===== config.mk =====
export PLATFORM = sky130hd
export DESIGN_NAME = cbsc_ctrl
export DESIGN_NICKNAME = d
export VERILOG_FILES = /design/src/verilog/cbsc_pkg.sv /design/src/verilog/cbsc_ctrl.sv /design/src/verilog/cbsc_pin_cond.sv /design/src/verilog/cbsc_bus_edge.sv
export VERILOG_INCLUDE_DIRS = /design/src /design/src/verilog
export SDC_FILE = /design/constraint.sdc
export NUM_CORES = 1
export LEC_CHECK = 0
export BUFFER_PORTS_ARGS = -buffer_cell sky130_fd_sc_hd__clkbuf_2
export CAP_MARGIN = 10
export CORE_UTILIZATION = 44
export DETAILED_ROUTE_END_ITERATION = 8
export GPL_TIMING_DRIVEN = 0
export PLACE_DENSITY_LB_ADDON = 0.2
export SYNTH_ARGS = -nofsm -noshare
export SYNTH_HDL_FRONTEND = slang
export SYNTH_HIERARCHICAL = 1
export SYNTH_SLANG_ARGS = --single-unit

===== constraint.sdc =====
create_clock -name i_clk -period 4.5 [get_ports i_clk]
set_input_delay 0.9 -clock i_clk [delete_from_list [all_inputs] [get_ports i_clk]]
set_output_delay 0.9 -clock i_clk [all_outputs]
set_load 0.01 [all_outputs]

===== src/verilog/cbsc_regs.svh =====
// Register indices, bit positions, reset values and bus constants of the clock buffer control.
`ifndef CBSC_REGS_SVH
`define CBSC_REGS_SVH

`define CBSC_SLAVE_ADDR 7'h6e
`define CBSC_BYTE_BITS 4'h8
`define CBSC_LAST_BIT 4'h7

`define CBSC_IDX_MODE 8'h00
`define CBSC_IDX_ENABLE 8'h01
`define CBSC_IDX_STOPMASK 8'h02
`define CBSC_REG_NUM 8'h03

`define CBSC_RST_MODE 8'h07
`define CBSC_RST_ENABLE 8'h66
`define CBSC_RST_STOPMASK 8'h00

`define CBSC_MASK_MODE 8'hc7
`define CBSC_MASK_ENABLE 8'h66
`define CBSC_MASK_STOPMASK 8'h66

`define CBSC_B_DIV_NORMAL 0
`define CBSC_B_PLL_MODE 1
`define CBSC_B_LOW_BW 2
`define CBSC_B_STOP_FLOAT 6
`define CBSC_B_PD_FLOAT 7

`define CBSC_B_PAIR0 1
`define CBSC_B_PAIR1 2
`define CBSC_B_PAIR2 5
`define CBSC_B_PAIR3 6

`endif


===== src/verilog/cbsc_pkg.sv =====
// Types shared by the clock buffer control modules.
package cbsc_pkg;

    typedef enum logic [2:0] {ST_IDLE, ST_RX, ST_ACK_OUT, ST_TX, ST_ACK_IN, ST_ACK_WAIT} cbsc_state_e;

    typedef enum logic [2:0] {PH_ADDR, PH_OFFSET, PH_COUNT, PH_DATA, PH_RCOUNT} cbsc_phase_e;

    typedef struct packed {
        logic en0;
        logic en3;
        logic stop;
        logic pd;
    } cbsc_pins_s;

    typedef struct packed {
        logic scl_rise;
        logic scl_fall;
        logic start;
        logic stop;
        logic sda;
    } cbsc_bus_s;

    typedef struct packed {
        logic scl_q;
        logic sda_q;
    } cbsc_edge_s;

    typedef struct packed {
        logic [3:0] pair_run;
        logic [3:0] pair_float;
        logic div_normal;
        logic pll_mode;
        logic low_bw;
    } cbsc_out_s;

    typedef struct packed {
        cbsc_state_e st;
        cbsc_phase_e ph;
        logic [3:0] bitcnt;
        logic [7:0] shreg;
        logic [7:0] index;
        logic [7:0] count;
        logic rw;
        logic sda_oe;
        logic [7:0] mode;
        logic [7:0] enable;
        logic [7:0] stopmask;
        cbsc_out_s out;
    } cbsc_ctrl_s;

endpackage : cbsc_pkg


===== src/verilog/cbsc_ctrl.sv =====
// SMBus slave, control bytes and output pair gating of the clock buffer.
`timescale 1ns/1ns
`default_nettype none
`include "cbsc_regs.svh"

module cbsc_ctrl (
    input wire logic i_clk,
    input wire logic i_rst,
    input wire logic i_scl,
    input wire logic i_sda,
    output logic o_sda,
    output logic o_sda_oe,
    input wire logic i_oe0,
    input wire logic i_oe3,
    input wire logic i_control_polarity_select,
    input wire logic i_clock_stop_n,
    input wire logic i_power_down_n,
    input wire logic i_pll_mode_pin,
    input wire logic i_loop_bandwidth_select,
    output logic [3:0] o_pair_run,
    output logic [3:0] o_pair_float,
    output logic o_div_normal,
    output logic o_pll_mode,
    output logic o_low_bw
);
    import cbsc_pkg::*;

    cbsc_ctrl_s s_r;
    cbsc_ctrl_s s_nxt;
    cbsc_pins_s pins;
    cbsc_bus_s bus;

    cbsc_pin_cond u_pins (
        .i_control_polarity_select(i_control_polarity_select),
        .i_oe0(i_oe0),
        .i_oe3(i_oe3),
        .i_clock_stop_n(i_clock_stop_n),
        .i_power_down_n(i_power_down_n),
        .o_pins(pins)
    );

    cbsc_bus_edge u_edge (
        .i_clk(i_clk),
        .i_rst(i_rst),
        .i_scl(i_scl),
        .i_sda(i_sda),
        .o_bus(bus)
    );

    function automatic logic [7:0] rd_reg(input cbsc_ctrl_s s, input logic [7:0] idx);
        logic [7:0] v;
        v = 8'h00;
        unique case (idx)
            `CBSC_IDX_MODE: v = s.mode;
            `CBSC_IDX_ENABLE: v = s.enable;
            `CBSC_IDX_STOPMASK: v = s.stopmask;
            default: v = 8'h00;
        endcase
        return v;
    endfunction : rd_reg

    function automatic int pair_bit(input int i);
        int b;
        b = `CBSC_B_PAIR3;
        unique case (i)
            0: b = `CBSC_B_PAIR0;
            1: b = `CBSC_B_PAIR1;
            2: b = `CBSC_B_PAIR2;
            default: b = `CBSC_B_PAIR3;
        endcase
        return b;
    endfunction : pair_bit

    always_comb begin
        logic [7:0] b;
        logic stopped;
        logic pin_ok;
        b = 8'h00;
        stopped = 1'b0;
        pin_ok = 1'b1;
        s_nxt = s_r;
        // Power-down wins over bus activity because the host leaves the lines floating.
        if (pins.pd || bus.stop) begin
            s_nxt.st = ST_IDLE;
            s_nxt.sda_oe = 1'b0;
        end else if (bus.start) begin
            s_nxt.st = ST_RX;
            s_nxt.ph = PH_ADDR;
            s_nxt.bitcnt = 4'h0;
            s_nxt.sda_oe = 1'b0;
        end else begin
            unique case (s_r.st)
                ST_IDLE: begin
                end
                ST_RX: begin
                    if (bus.scl_rise && s_r.bitcnt != `CBSC_BYTE_BITS) begin
                        s_nxt.shreg = {s_r.shreg[6:0], bus.sda};
                        s_nxt.bitcnt = 4'(s_r.bitcnt + 4'h1);
                    end else if (bus.scl_fall && s_r.bitcnt == `CBSC_BYTE_BITS) begin
                        b = s_r.shreg;
                        s_nxt.bitcnt = 4'h0;
                        s_nxt.st = ST_ACK_OUT;
                        s_nxt.sda_oe = 1'b1;
                        unique case (s_r.ph)
                            PH_ADDR: begin
                                if (b[7:1] == `CBSC_SLAVE_ADDR) begin
                                    s_nxt.rw = b[0];
                                    s_nxt.ph = b[0] ? PH_RCOUNT : PH_OFFSET;
                                end else begin
                                    s_nxt.st = ST_IDLE;
                                    s_nxt.sda_oe = 1'b0;
                                end
                            end
                            PH_OFFSET: begin
                                s_nxt.index = b;
                                s_nxt.ph = PH_COUNT;
                            end
                            PH_COUNT: begin
                                s_nxt.count = b;
                                s_nxt.ph = PH_DATA;
                            end
                            PH_DATA: begin
                                if (s_r.count != 8'h00) begin
                                    unique case (s_r.index)
                                        `CBSC_IDX_MODE: s_nxt.mode = b & `CBSC_MASK_MODE;
                                        `CBSC_IDX_ENABLE: s_nxt.enable = b & `CBSC_MASK_ENABLE;
                                        `CBSC_IDX_STOPMASK: s_nxt.stopmask = b & `CBSC_MASK_STOPMASK;
                                        default: begin
                                        end
                                    endcase
                                    s_nxt.index = 8'(s_r.index + 8'h01);
                                    s_nxt.count = 8'(s_r.count - 8'h01);
                                end else begin
                                    // Bytes beyond the announced count are refused.
                                    s_nxt.st = ST_IDLE;
                                    s_nxt.sda_oe = 1'b0;
                                end
                            end
                            default: begin
                                s_nxt.st = ST_IDLE;
                                s_nxt.sda_oe = 1'b0;
                            end
                        endcase
                    end
                end
                ST_ACK_OUT: begin
                    if (bus.scl_fall) begin
                        s_nxt.sda_oe = 1'b0;
                        s_nxt.st = ST_RX;
                        if (s_r.ph == PH_RCOUNT) begin
                            // A read opens with the number of bytes that can be read.
                            b = `CBSC_REG_NUM;
                            s_nxt.st = ST_TX;
                            s_nxt.shreg = b;
                            s_nxt.sda_oe = ~b[7];
                            s_nxt.ph = PH_DATA;
                        end
                    end
                end
                ST_TX: begin
                    if (bus.scl_fall) begin
                        if (s_r.bitcnt == `CBSC_LAST_BIT) begin
                            s_nxt.sda_oe = 1'b0;
                            s_nxt.bitcnt = 4'h0;
                            s_nxt.st = ST_ACK_IN;
                        end else begin
                            s_nxt.shreg = {s_r.shreg[6:0], 1'b0};
                            s_nxt.sda_oe = ~s_r.shreg[6];
                            s_nxt.bitcnt = 4'(s_r.bitcnt + 4'h1);
                        end
                    end
                end
                ST_ACK_IN: begin
                    if (bus.scl_rise) begin
                        s_nxt.st = bus.sda ? ST_IDLE : ST_ACK_WAIT;
                    end
                end
                ST_ACK_WAIT: begin
                    if (bus.scl_fall) begin
                        b = rd_reg(s_r, s_r.index);
                        s_nxt.shreg = b;
                        s_nxt.sda_oe = ~b[7];
                        s_nxt.index = 8'(s_r.index + 8'h01);
                        s_nxt.st = ST_TX;
                    end
                end
            endcase
        end
        for (int i = 0; i < 4; i++) begin
            pin_ok = (i == 0) ? pins.en0 : ((i == 3) ? pins.en3 : 1'b1);
            stopped = pins.pd | (pins.stop & s_r.stopmask[pair_bit(i)]);
            s_nxt.out.pair_run[i] = s_r.enable[pair_bit(i)] & pin_ok & ~stopped;
            s_nxt.out.pair_float[i] = pins.pd ? s_r.mode[`CBSC_B_PD_FLOAT]
                : (stopped & s_r.mode[`CBSC_B_STOP_FLOAT]);
        end
        s_nxt.out.div_normal = s_r.mode[`CBSC_B_DIV_NORMAL];
        s_nxt.out.pll_mode = s_r.mode[`CBSC_B_PLL_MODE] & i_pll_mode_pin;
        s_nxt.out.low_bw = s_r.mode[`CBSC_B_LOW_BW] & i_loop_bandwidth_select;
    end

    always_ff @(posedge i_clk or posedge i_rst) begin
        if (i_rst) begin
            s_r <= '{st: ST_IDLE, ph: PH_ADDR, bitcnt: 4'h0, shreg: 8'h00, index: 8'h00,
                     count: 8'h00, rw: 1'b0, sda_oe: 1'b0, mode: `CBSC_RST_MODE,
                     enable: `CBSC_RST_ENABLE, stopmask: `CBSC_RST_STOPMASK,
                     out: '{pair_run: 4'h0, pair_float: 4'h0, div_normal: 1'b1,
                            pll_mode: 1'b0, low_bw: 1'b0}};
        end else begin
            s_r <= s_nxt;
        end
    end

    // The data line is open-drain, so the driven level is always low.
    assign o_sda = 1'b0;
    assign o_sda_oe = s_r.sda_oe;
    assign o_pair_run = s_r.out.pair_run;
    assign o_pair_float = s_r.out.pair_float;
    assign o_div_normal = s_r.out.div_normal;
    assign o_pll_mode = s_r.out.pll_mode;
    assign o_low_bw = s_r.out.low_bw;

    a_addr_mismatch: assert property (@(posedge i_clk) disable iff (i_rst)
        (s_r.st == ST_RX && s_r.ph == PH_ADDR && bus.scl_fall && !bus.start && !bus.stop
         && !pins.pd && s_r.bitcnt == `CBSC_BYTE_BITS && s_r.shreg[7:1] != `CBSC_SLAVE_ADDR)
        |=> (s_r.st == ST_IDLE && !o_sda_oe))
        else $error("Foreign address was acknowledged.");

    a_ack_held: assert property (@(posedge i_clk) disable iff (i_rst)
        $rose(s_r.st == ST_ACK_OUT) |-> o_sda_oe throughout (s_r.st == ST_ACK_OUT)[*2])
        else $error("Acknowledge bit not driven low.");

    a_read_count: assert property (@(posedge i_clk) disable iff (i_rst)
        (s_r.st == ST_ACK_OUT && s_r.ph == PH_RCOUNT && bus.scl_fall && !bus.start
         && !bus.stop && !pins.pd) |=> (s_r.st == ST_TX && s_r.shreg == `CBSC_REG_NUM))
        else $error("Read did not open with the byte count.");

    a_index_advance: assert property (@(posedge i_clk) disable iff (i_rst)
        (s_r.st == ST_ACK_WAIT && bus.scl_fall && !bus.start && !bus.stop && !pins.pd)
        |=> (s_r.index == 8'($past(s_r.index) + 8'h01)
             && s_r.shreg == rd_reg(s_r, $past(s_r.index))))
        else $error("Read index did not advance.");

    a_reserved_zero: assert property (@(posedge i_clk) disable iff (i_rst)
        ((s_r.mode & ~`CBSC_MASK_MODE) == 8'h00) && ((s_r.enable & ~`CBSC_MASK_ENABLE) == 8'h00)
        && ((s_r.stopmask & ~`CBSC_MASK_STOPMASK) == 8'h00))
        else $error("Reserved bit holds a one.");

    a_div_follow: assert property (@(posedge i_clk) disable iff (i_rst)
        $changed(s_r.mode[`CBSC_B_DIV_NORMAL])
        |=> o_div_normal == $past(s_r.mode[`CBSC_B_DIV_NORMAL]))
        else $error("Output mode did not follow the control byte.");

    a_pll_select: assert property (@(posedge i_clk) disable iff (i_rst)
        !i_pll_mode_pin |=> !o_pll_mode)
        else $error("Fanout pin did not force bypass.");

    a_bw_select: assert property (@(posedge i_clk) disable iff (i_rst)
        (!s_r.mode[`CBSC_B_LOW_BW] || !i_loop_bandwidth_select) |=> !o_low_bw)
        else $error("High bandwidth request ignored.");

    a_pd_outputs: assert property (@(posedge i_clk) disable iff (i_rst)
        pins.pd |=> (o_pair_run == 4'h0
                     && o_pair_float == {4{$past(s_r.mode[`CBSC_B_PD_FLOAT])}}))
        else $error("Power-down left a pair running.");

    a_stop_mask: assert property (@(posedge i_clk) disable iff (i_rst)
        (pins.stop && !pins.pd && s_r.stopmask[`CBSC_B_PAIR1]) |=> !o_pair_run[1])
        else $error("Masked pair kept running under clock-stop.");

    a_free_run: assert property (@(posedge i_clk) disable iff (i_rst)
        (!pins.pd && !s_r.stopmask[`CBSC_B_PAIR2] && s_r.enable[`CBSC_B_PAIR2])
        |=> o_pair_run[2])
        else $error("Unmasked enabled pair was stopped.");

    a_reg_enable: assert property (@(posedge i_clk) disable iff (i_rst)
        !s_r.enable[`CBSC_B_PAIR0] |=> !o_pair_run[0])
        else $error("Disabled pair is running.");

    a_pin_enable: assert property (@(posedge i_clk) disable iff (i_rst)
        ((i_oe3 == i_control_polarity_select) |=> !o_pair_run[3]))
        else $error("Pin-disabled pair is running.");

    a_pin_polarity: assert property (@(posedge i_clk) disable iff (i_rst)
        pins.pd == (i_power_down_n == i_control_polarity_select))
        else $error("Power-down polarity wrong.");

    a_pd_bus_idle: assert property (@(posedge i_clk) disable iff (i_rst)
        pins.pd |=> (s_r.st == ST_IDLE && !o_sda_oe))
        else $error("Bus active during power-down.");

    c_write_data: cover property (@(posedge i_clk) disable iff (i_rst)
        s_r.st == ST_RX && s_r.ph == PH_DATA && s_r.count != 8'h00 ##1 s_r.st == ST_ACK_OUT);
    c_read_data: cover property (@(posedge i_clk) disable iff (i_rst)
        s_r.st == ST_ACK_WAIT ##1 s_r.st == ST_TX);
    c_stop_float: cover property (@(posedge i_clk) disable iff (i_rst)
        o_pair_float != 4'h0 && !pins.pd);

endmodule : cbsc_ctrl

`default_nettype wire


===== src/verilog/cbsc_pin_cond.sv =====
// Polarity handling of the enable, clock-stop and power-down pins.
`timescale 1ns/1ns
`default_nettype none

module cbsc_pin_cond (
    input wire logic i_control_polarity_select,
    input wire logic i_oe0,
    input wire logic i_oe3,
    input wire logic i_clock_stop_n,
    input wire logic i_power_down_n,
    output var cbsc_pkg::cbsc_pins_s o_pins
);
    import cbsc_pkg::*;

    // Each field of o_pins is true when its function is requested.
    always_comb begin
        o_pins.en0 = i_oe0 ^ i_control_polarity_select;
        o_pins.en3 = i_oe3 ^ i_control_polarity_select;
        o_pins.stop = ~(i_clock_stop_n ^ i_control_polarity_select);
        o_pins.pd = ~(i_power_down_n ^ i_control_polarity_select);
    end

endmodule : cbsc_pin_cond

`default_nettype wire


===== src/verilog/cbsc_bus_edge.sv =====
// Edge, start and stop detection on the serial clock and data lines.
`timescale 1ns/1ns
`default_nettype none

module cbsc_bus_edge (
    input wire logic i_clk,
    input wire logic i_rst,
    input wire logic i_scl,
    input wire logic i_sda,
    output var cbsc_pkg::cbsc_bus_s o_bus
);
    import cbsc_pkg::*;

    cbsc_edge_s s_r;
    cbsc_edge_s s_nxt;

    always_comb begin
        s_nxt.scl_q = i_scl;
        s_nxt.sda_q = i_sda;
        o_bus.scl_rise = i_scl & ~s_r.scl_q;
        o_bus.scl_fall = ~i_scl & s_r.scl_q;
        // Data moving while the clock stays high marks a frame boundary.
        o_bus.start = i_scl & s_r.scl_q & s_r.sda_q & ~i_sda;
        o_bus.stop = i_scl & s_r.scl_q & ~s_r.sda_q & i_sda;
        o_bus.sda = i_sda;
    end

    always_ff @(posedge i_clk or posedge i_rst) begin
        if (i_rst) begin
            s_r <= '{scl_q: 1'b1, sda_q: 1'b1};
        end else begin
            s_r <= s_nxt;
        end
    end

endmodule : cbsc_bus_edge

`default_nettype wire


==> metrics.md <==
| Metric | Value |
|---|---|
| Status | `completed` |
| Global route total overflow | `0` |
| Via count | `3142` |
| Longest Clk Path Bufs | `2` |
| Worst Reg2Reg Path Length in Cells | `6` |
| Tightest Hold Check Type | `reg -> reg` |
| Slew @ Worst Pin | `0.6714 ns` |
| Die H | `94.32 um` |
| Die ar. | `8895 um2` |
| First-pass GRT wire length | `14780 um` |
| Fillers | `783` |
| Post-Syn Area | `3750 um2` |
| Detailed Routing Iterations Pass 1 | `4` |
| Core box area | `8217 um2` |
| Fraction of final layout cells with drive strength greater than 1 | `23.46%` |
| Port bufs | `22` |
| Clock-pin slew on the worst setup and hold paths | `0.08 ns` |
| PwrDens | `447.7 nW/um2` |
| H-Tree Depth | `3` |
| Layout overhead on the synthesized area | `11.61%` |
| Seq/Total Area, Yosys | `41.04%` |
| DRT iter0 DRCs | `162` |
| Slew Limit Fails | `0` |
| Post-route ant nets | `0` |
| Post-DP HPWL | `6344 um` |
| Int Pwr | `1.105 mW` |
| Comb power frac | `37.7%` |
| Commonest non-fill, non-tap cells in the layout | `dfrtp_1, o21ai_0, nand2_1, a21oi_1, clkbuf_2` |
| IO Pins | `24` |
| # DRC | `0` |
| Largest net degree at the start of global routing | `31` |
| CTS Hold Buffers Added | `0` |
| Total track usage | `21.72%` |
| Worst slew margin | `54.67%` |
| WS Path Type | `in -> reg` |
| Total Wirelength | `9000 um` |
| Net Sw Frac | `41.01%` |
| Cell leakage power | `1.798 nW` |
| Setup crit start kind | `primary input` |
| Register Area | `1539 um2` |
| Maximum VDD drop | `0.0001829 V` |
| Multi-input gate area | `1963 um2` |
| EDFF count, synth | `0` |
| Top post-synthesis cells by area | `dfrtp_1, dfstp_2, mux2_2` |
| Arrival time of the worst setup path | `3.02 ns` |
| CTS buffer count | `9` |
| Worst Setup SP | `i_control_polarity_select` |
| RSZ-0062 raised after global routing | `false` |
| Post-layout net count | `452` |
| Vias in the first global route | `2997` |
| Most common cell after layout, fill and taps aside | `dfrtp_1` |
| Mean post-synth cell area | `9.375 um2` |
| Postcts setup bufs | `0` |
| Setup_tns | `0 ns` |
| Top cell type's share of synthesized area | `34.03%` |
| RR Startpoint | `u_edge/s_r[0]` |
| GPL Wtd Cong | `0.8920` |
| Yosys cell types | `68` |
| Max-Cap Viols | `0` |
| Wire per inst | `16.54 um` |
| Synthesis-stage register bit count | `61` |
| Syn Inst Count | `400` |
| Final Cycle Share | `60.87%` |
| Clk Latency, worst-skew pair | `0.36 ns` |
| Clock share of power | `23.6%` |
| Yosys top cell by area | `dfrtp_1` |
| TritonCTS clock tree | `built` |
| Reg power frac | `38.7%` |
| Critical R2R Capture | `s_nxt[2]` |
| Vias per cell | `5.776` |
| Final WS setup | `1.761 ns` |
| Sink Count | `61` |
| Number of core rows | `33` |
| Hold_ws | `0.3819 ns` |
| Clk_skew | `0.008285 ns` |
| Die width | `94.32 um` |
| Root buffer cell | `clkbuf_8` |
| CP Capture Type | `flip-flop` |
| Register-to-register setup slack | `1.94 ns` |
| Yosys warning count | `6` |
| Final core occ | `50.94%` |
| Pre-CTS setup slack | `1.512 ns` |
| Post-layout min period | `2.739 ns` |
| Top_reg_cell synth | `dfrtp_1` |
| Initial Util | `45.64%` |
| Net Switching | `0.7684 mW` |
| Asr flop ratio synth | `100.0%` |
| Worst setup endpoint | `s_nxt[2]` |
| Required time of the critical path | `4.78 ns` |
| Setup-failing EPs final | `0` |
| Antenna diodes | `0` |
| FMAX | `0.3651 GHz` |
| PnR Total Power | `1.874 mW` |
| Post_cts resized | `0` |
| Net count after synthesis | `418` |
| Final hold viol count | `0` |
| Critical Path Fanout Max | `7` |
| Initial antenna violation count | `0` |
## sequential cells by signal, summed over array words and instances, names as in the netlist
register and count:
s_r 46, o_pair_float 4, o_pair_run 4, u_edge/s_r 2, o_div_normal 1, o_low_bw 1, o_pll_mode 1, o_sda_oe 1
s_nxt 1
## power groups by stage
| stage | Clock (mW) | Combinational [mW] | Sequential (mW) |
|---|---|---|---|
| 6_report | 0.442 | 0.706 | 0.726 |
| 5_1_grt | 0.477 | 0.788 | 0.738 |
| 4_1_cts | 0.451 | 0.697 | 0.726 |
| 3_5_place_dp | 0 | 0.689 | 0.737 |
| 3_3_place_gp | 0 | 0.681 | 0.735 |
| 2_1_floorplan | 0 | 0.549 | 0.693 |
## cell usage after synthesis, types with 5 or more instances
cell      count
o211ai_1      6
nor2b_1       9
clkbuf_1      7
ha_1          7
a22o_1        7
a21oi_1      26
dfrtp_1      51
buf_2        10
mux2_2       19
nand2b_1      8
nand3_1      19
nand2_1      31
and3b_1       6
nor2_1       16
nand4_1       5
a211oi_1      6
nor3_1       10
buf_4        11
dfstp_2      10
o21ai_0      31
inv_1        20
## worst max-delay path, stage by stage
cell and delay [ns]:
clkbuf_2 0.13, xnor2_1 0.27, nor3_2 0.52, nand3_1 0.25, nor3_2 0.27, nand2_1 0.29
mux2_1 0.39
## worst min-delay path by stage
| stage | startpoint | endpoint | slack [ns] | cells after the start |
|---|---|---|---|---|
| after floorplan | s_nxt[2] | o_div_normal | 0.36 | 0 |
| after global placement | s_nxt[2] | o_div_normal | 0.38 | 0 |
| after detailed placement | s_nxt[2] | o_div_normal | 0.37 | 0 |
| after CTS | s_nxt[2] | o_div_normal | 0.39 | 0 |
| after global routing | s_nxt[2] | o_div_normal | 0.39 | 0 |
| final | s_nxt[2] | o_div_normal | 0.38 | 0 |
## metal layers
metal  GRT usage, %  share of wire (%)  vias to the layer above
met3          4.126                4.5                       13
li1               -                  -                     1528
met4          7.949                1.6                        0
met2          34.00                 46                       77
met5              0                  0                        -
met1          29.79                 48                     1524
## through the flow
step | cells | instance area (um2)
floorplan | 400 | 3750
global placement | 527 | 3991
detailed placement | 528 | 4011
CTS | 544 | 4185
global route | 544 | 4185
finish | 544 | 4185
## kinds of logic after synthesis
logic type / after synthesis / share of synthesized area, %
compound gates: 113 / 19.92
fa+ha+maj: 7 / 2.336
xor+xnor: 5 / 1.168
mux: 24 / 7.074
simple gates: 138 / 21.76
buf+inv: 51 / 6.607
other cells: 1 / 0.1000
flops: 61 / 41.04
## layout make-up
cell class	instances	share of cell area [%]
buffer	31	4.126
clock buffer	9	2.960
clock inverter	7	1.196
inverter	20	1.794
multi-input combinational	288	46.91
sequential	61	36.77
tap	105	3.139
timing repair buffer	23	3.109
No activity file was read; power rests on OpenSTA's default activity.
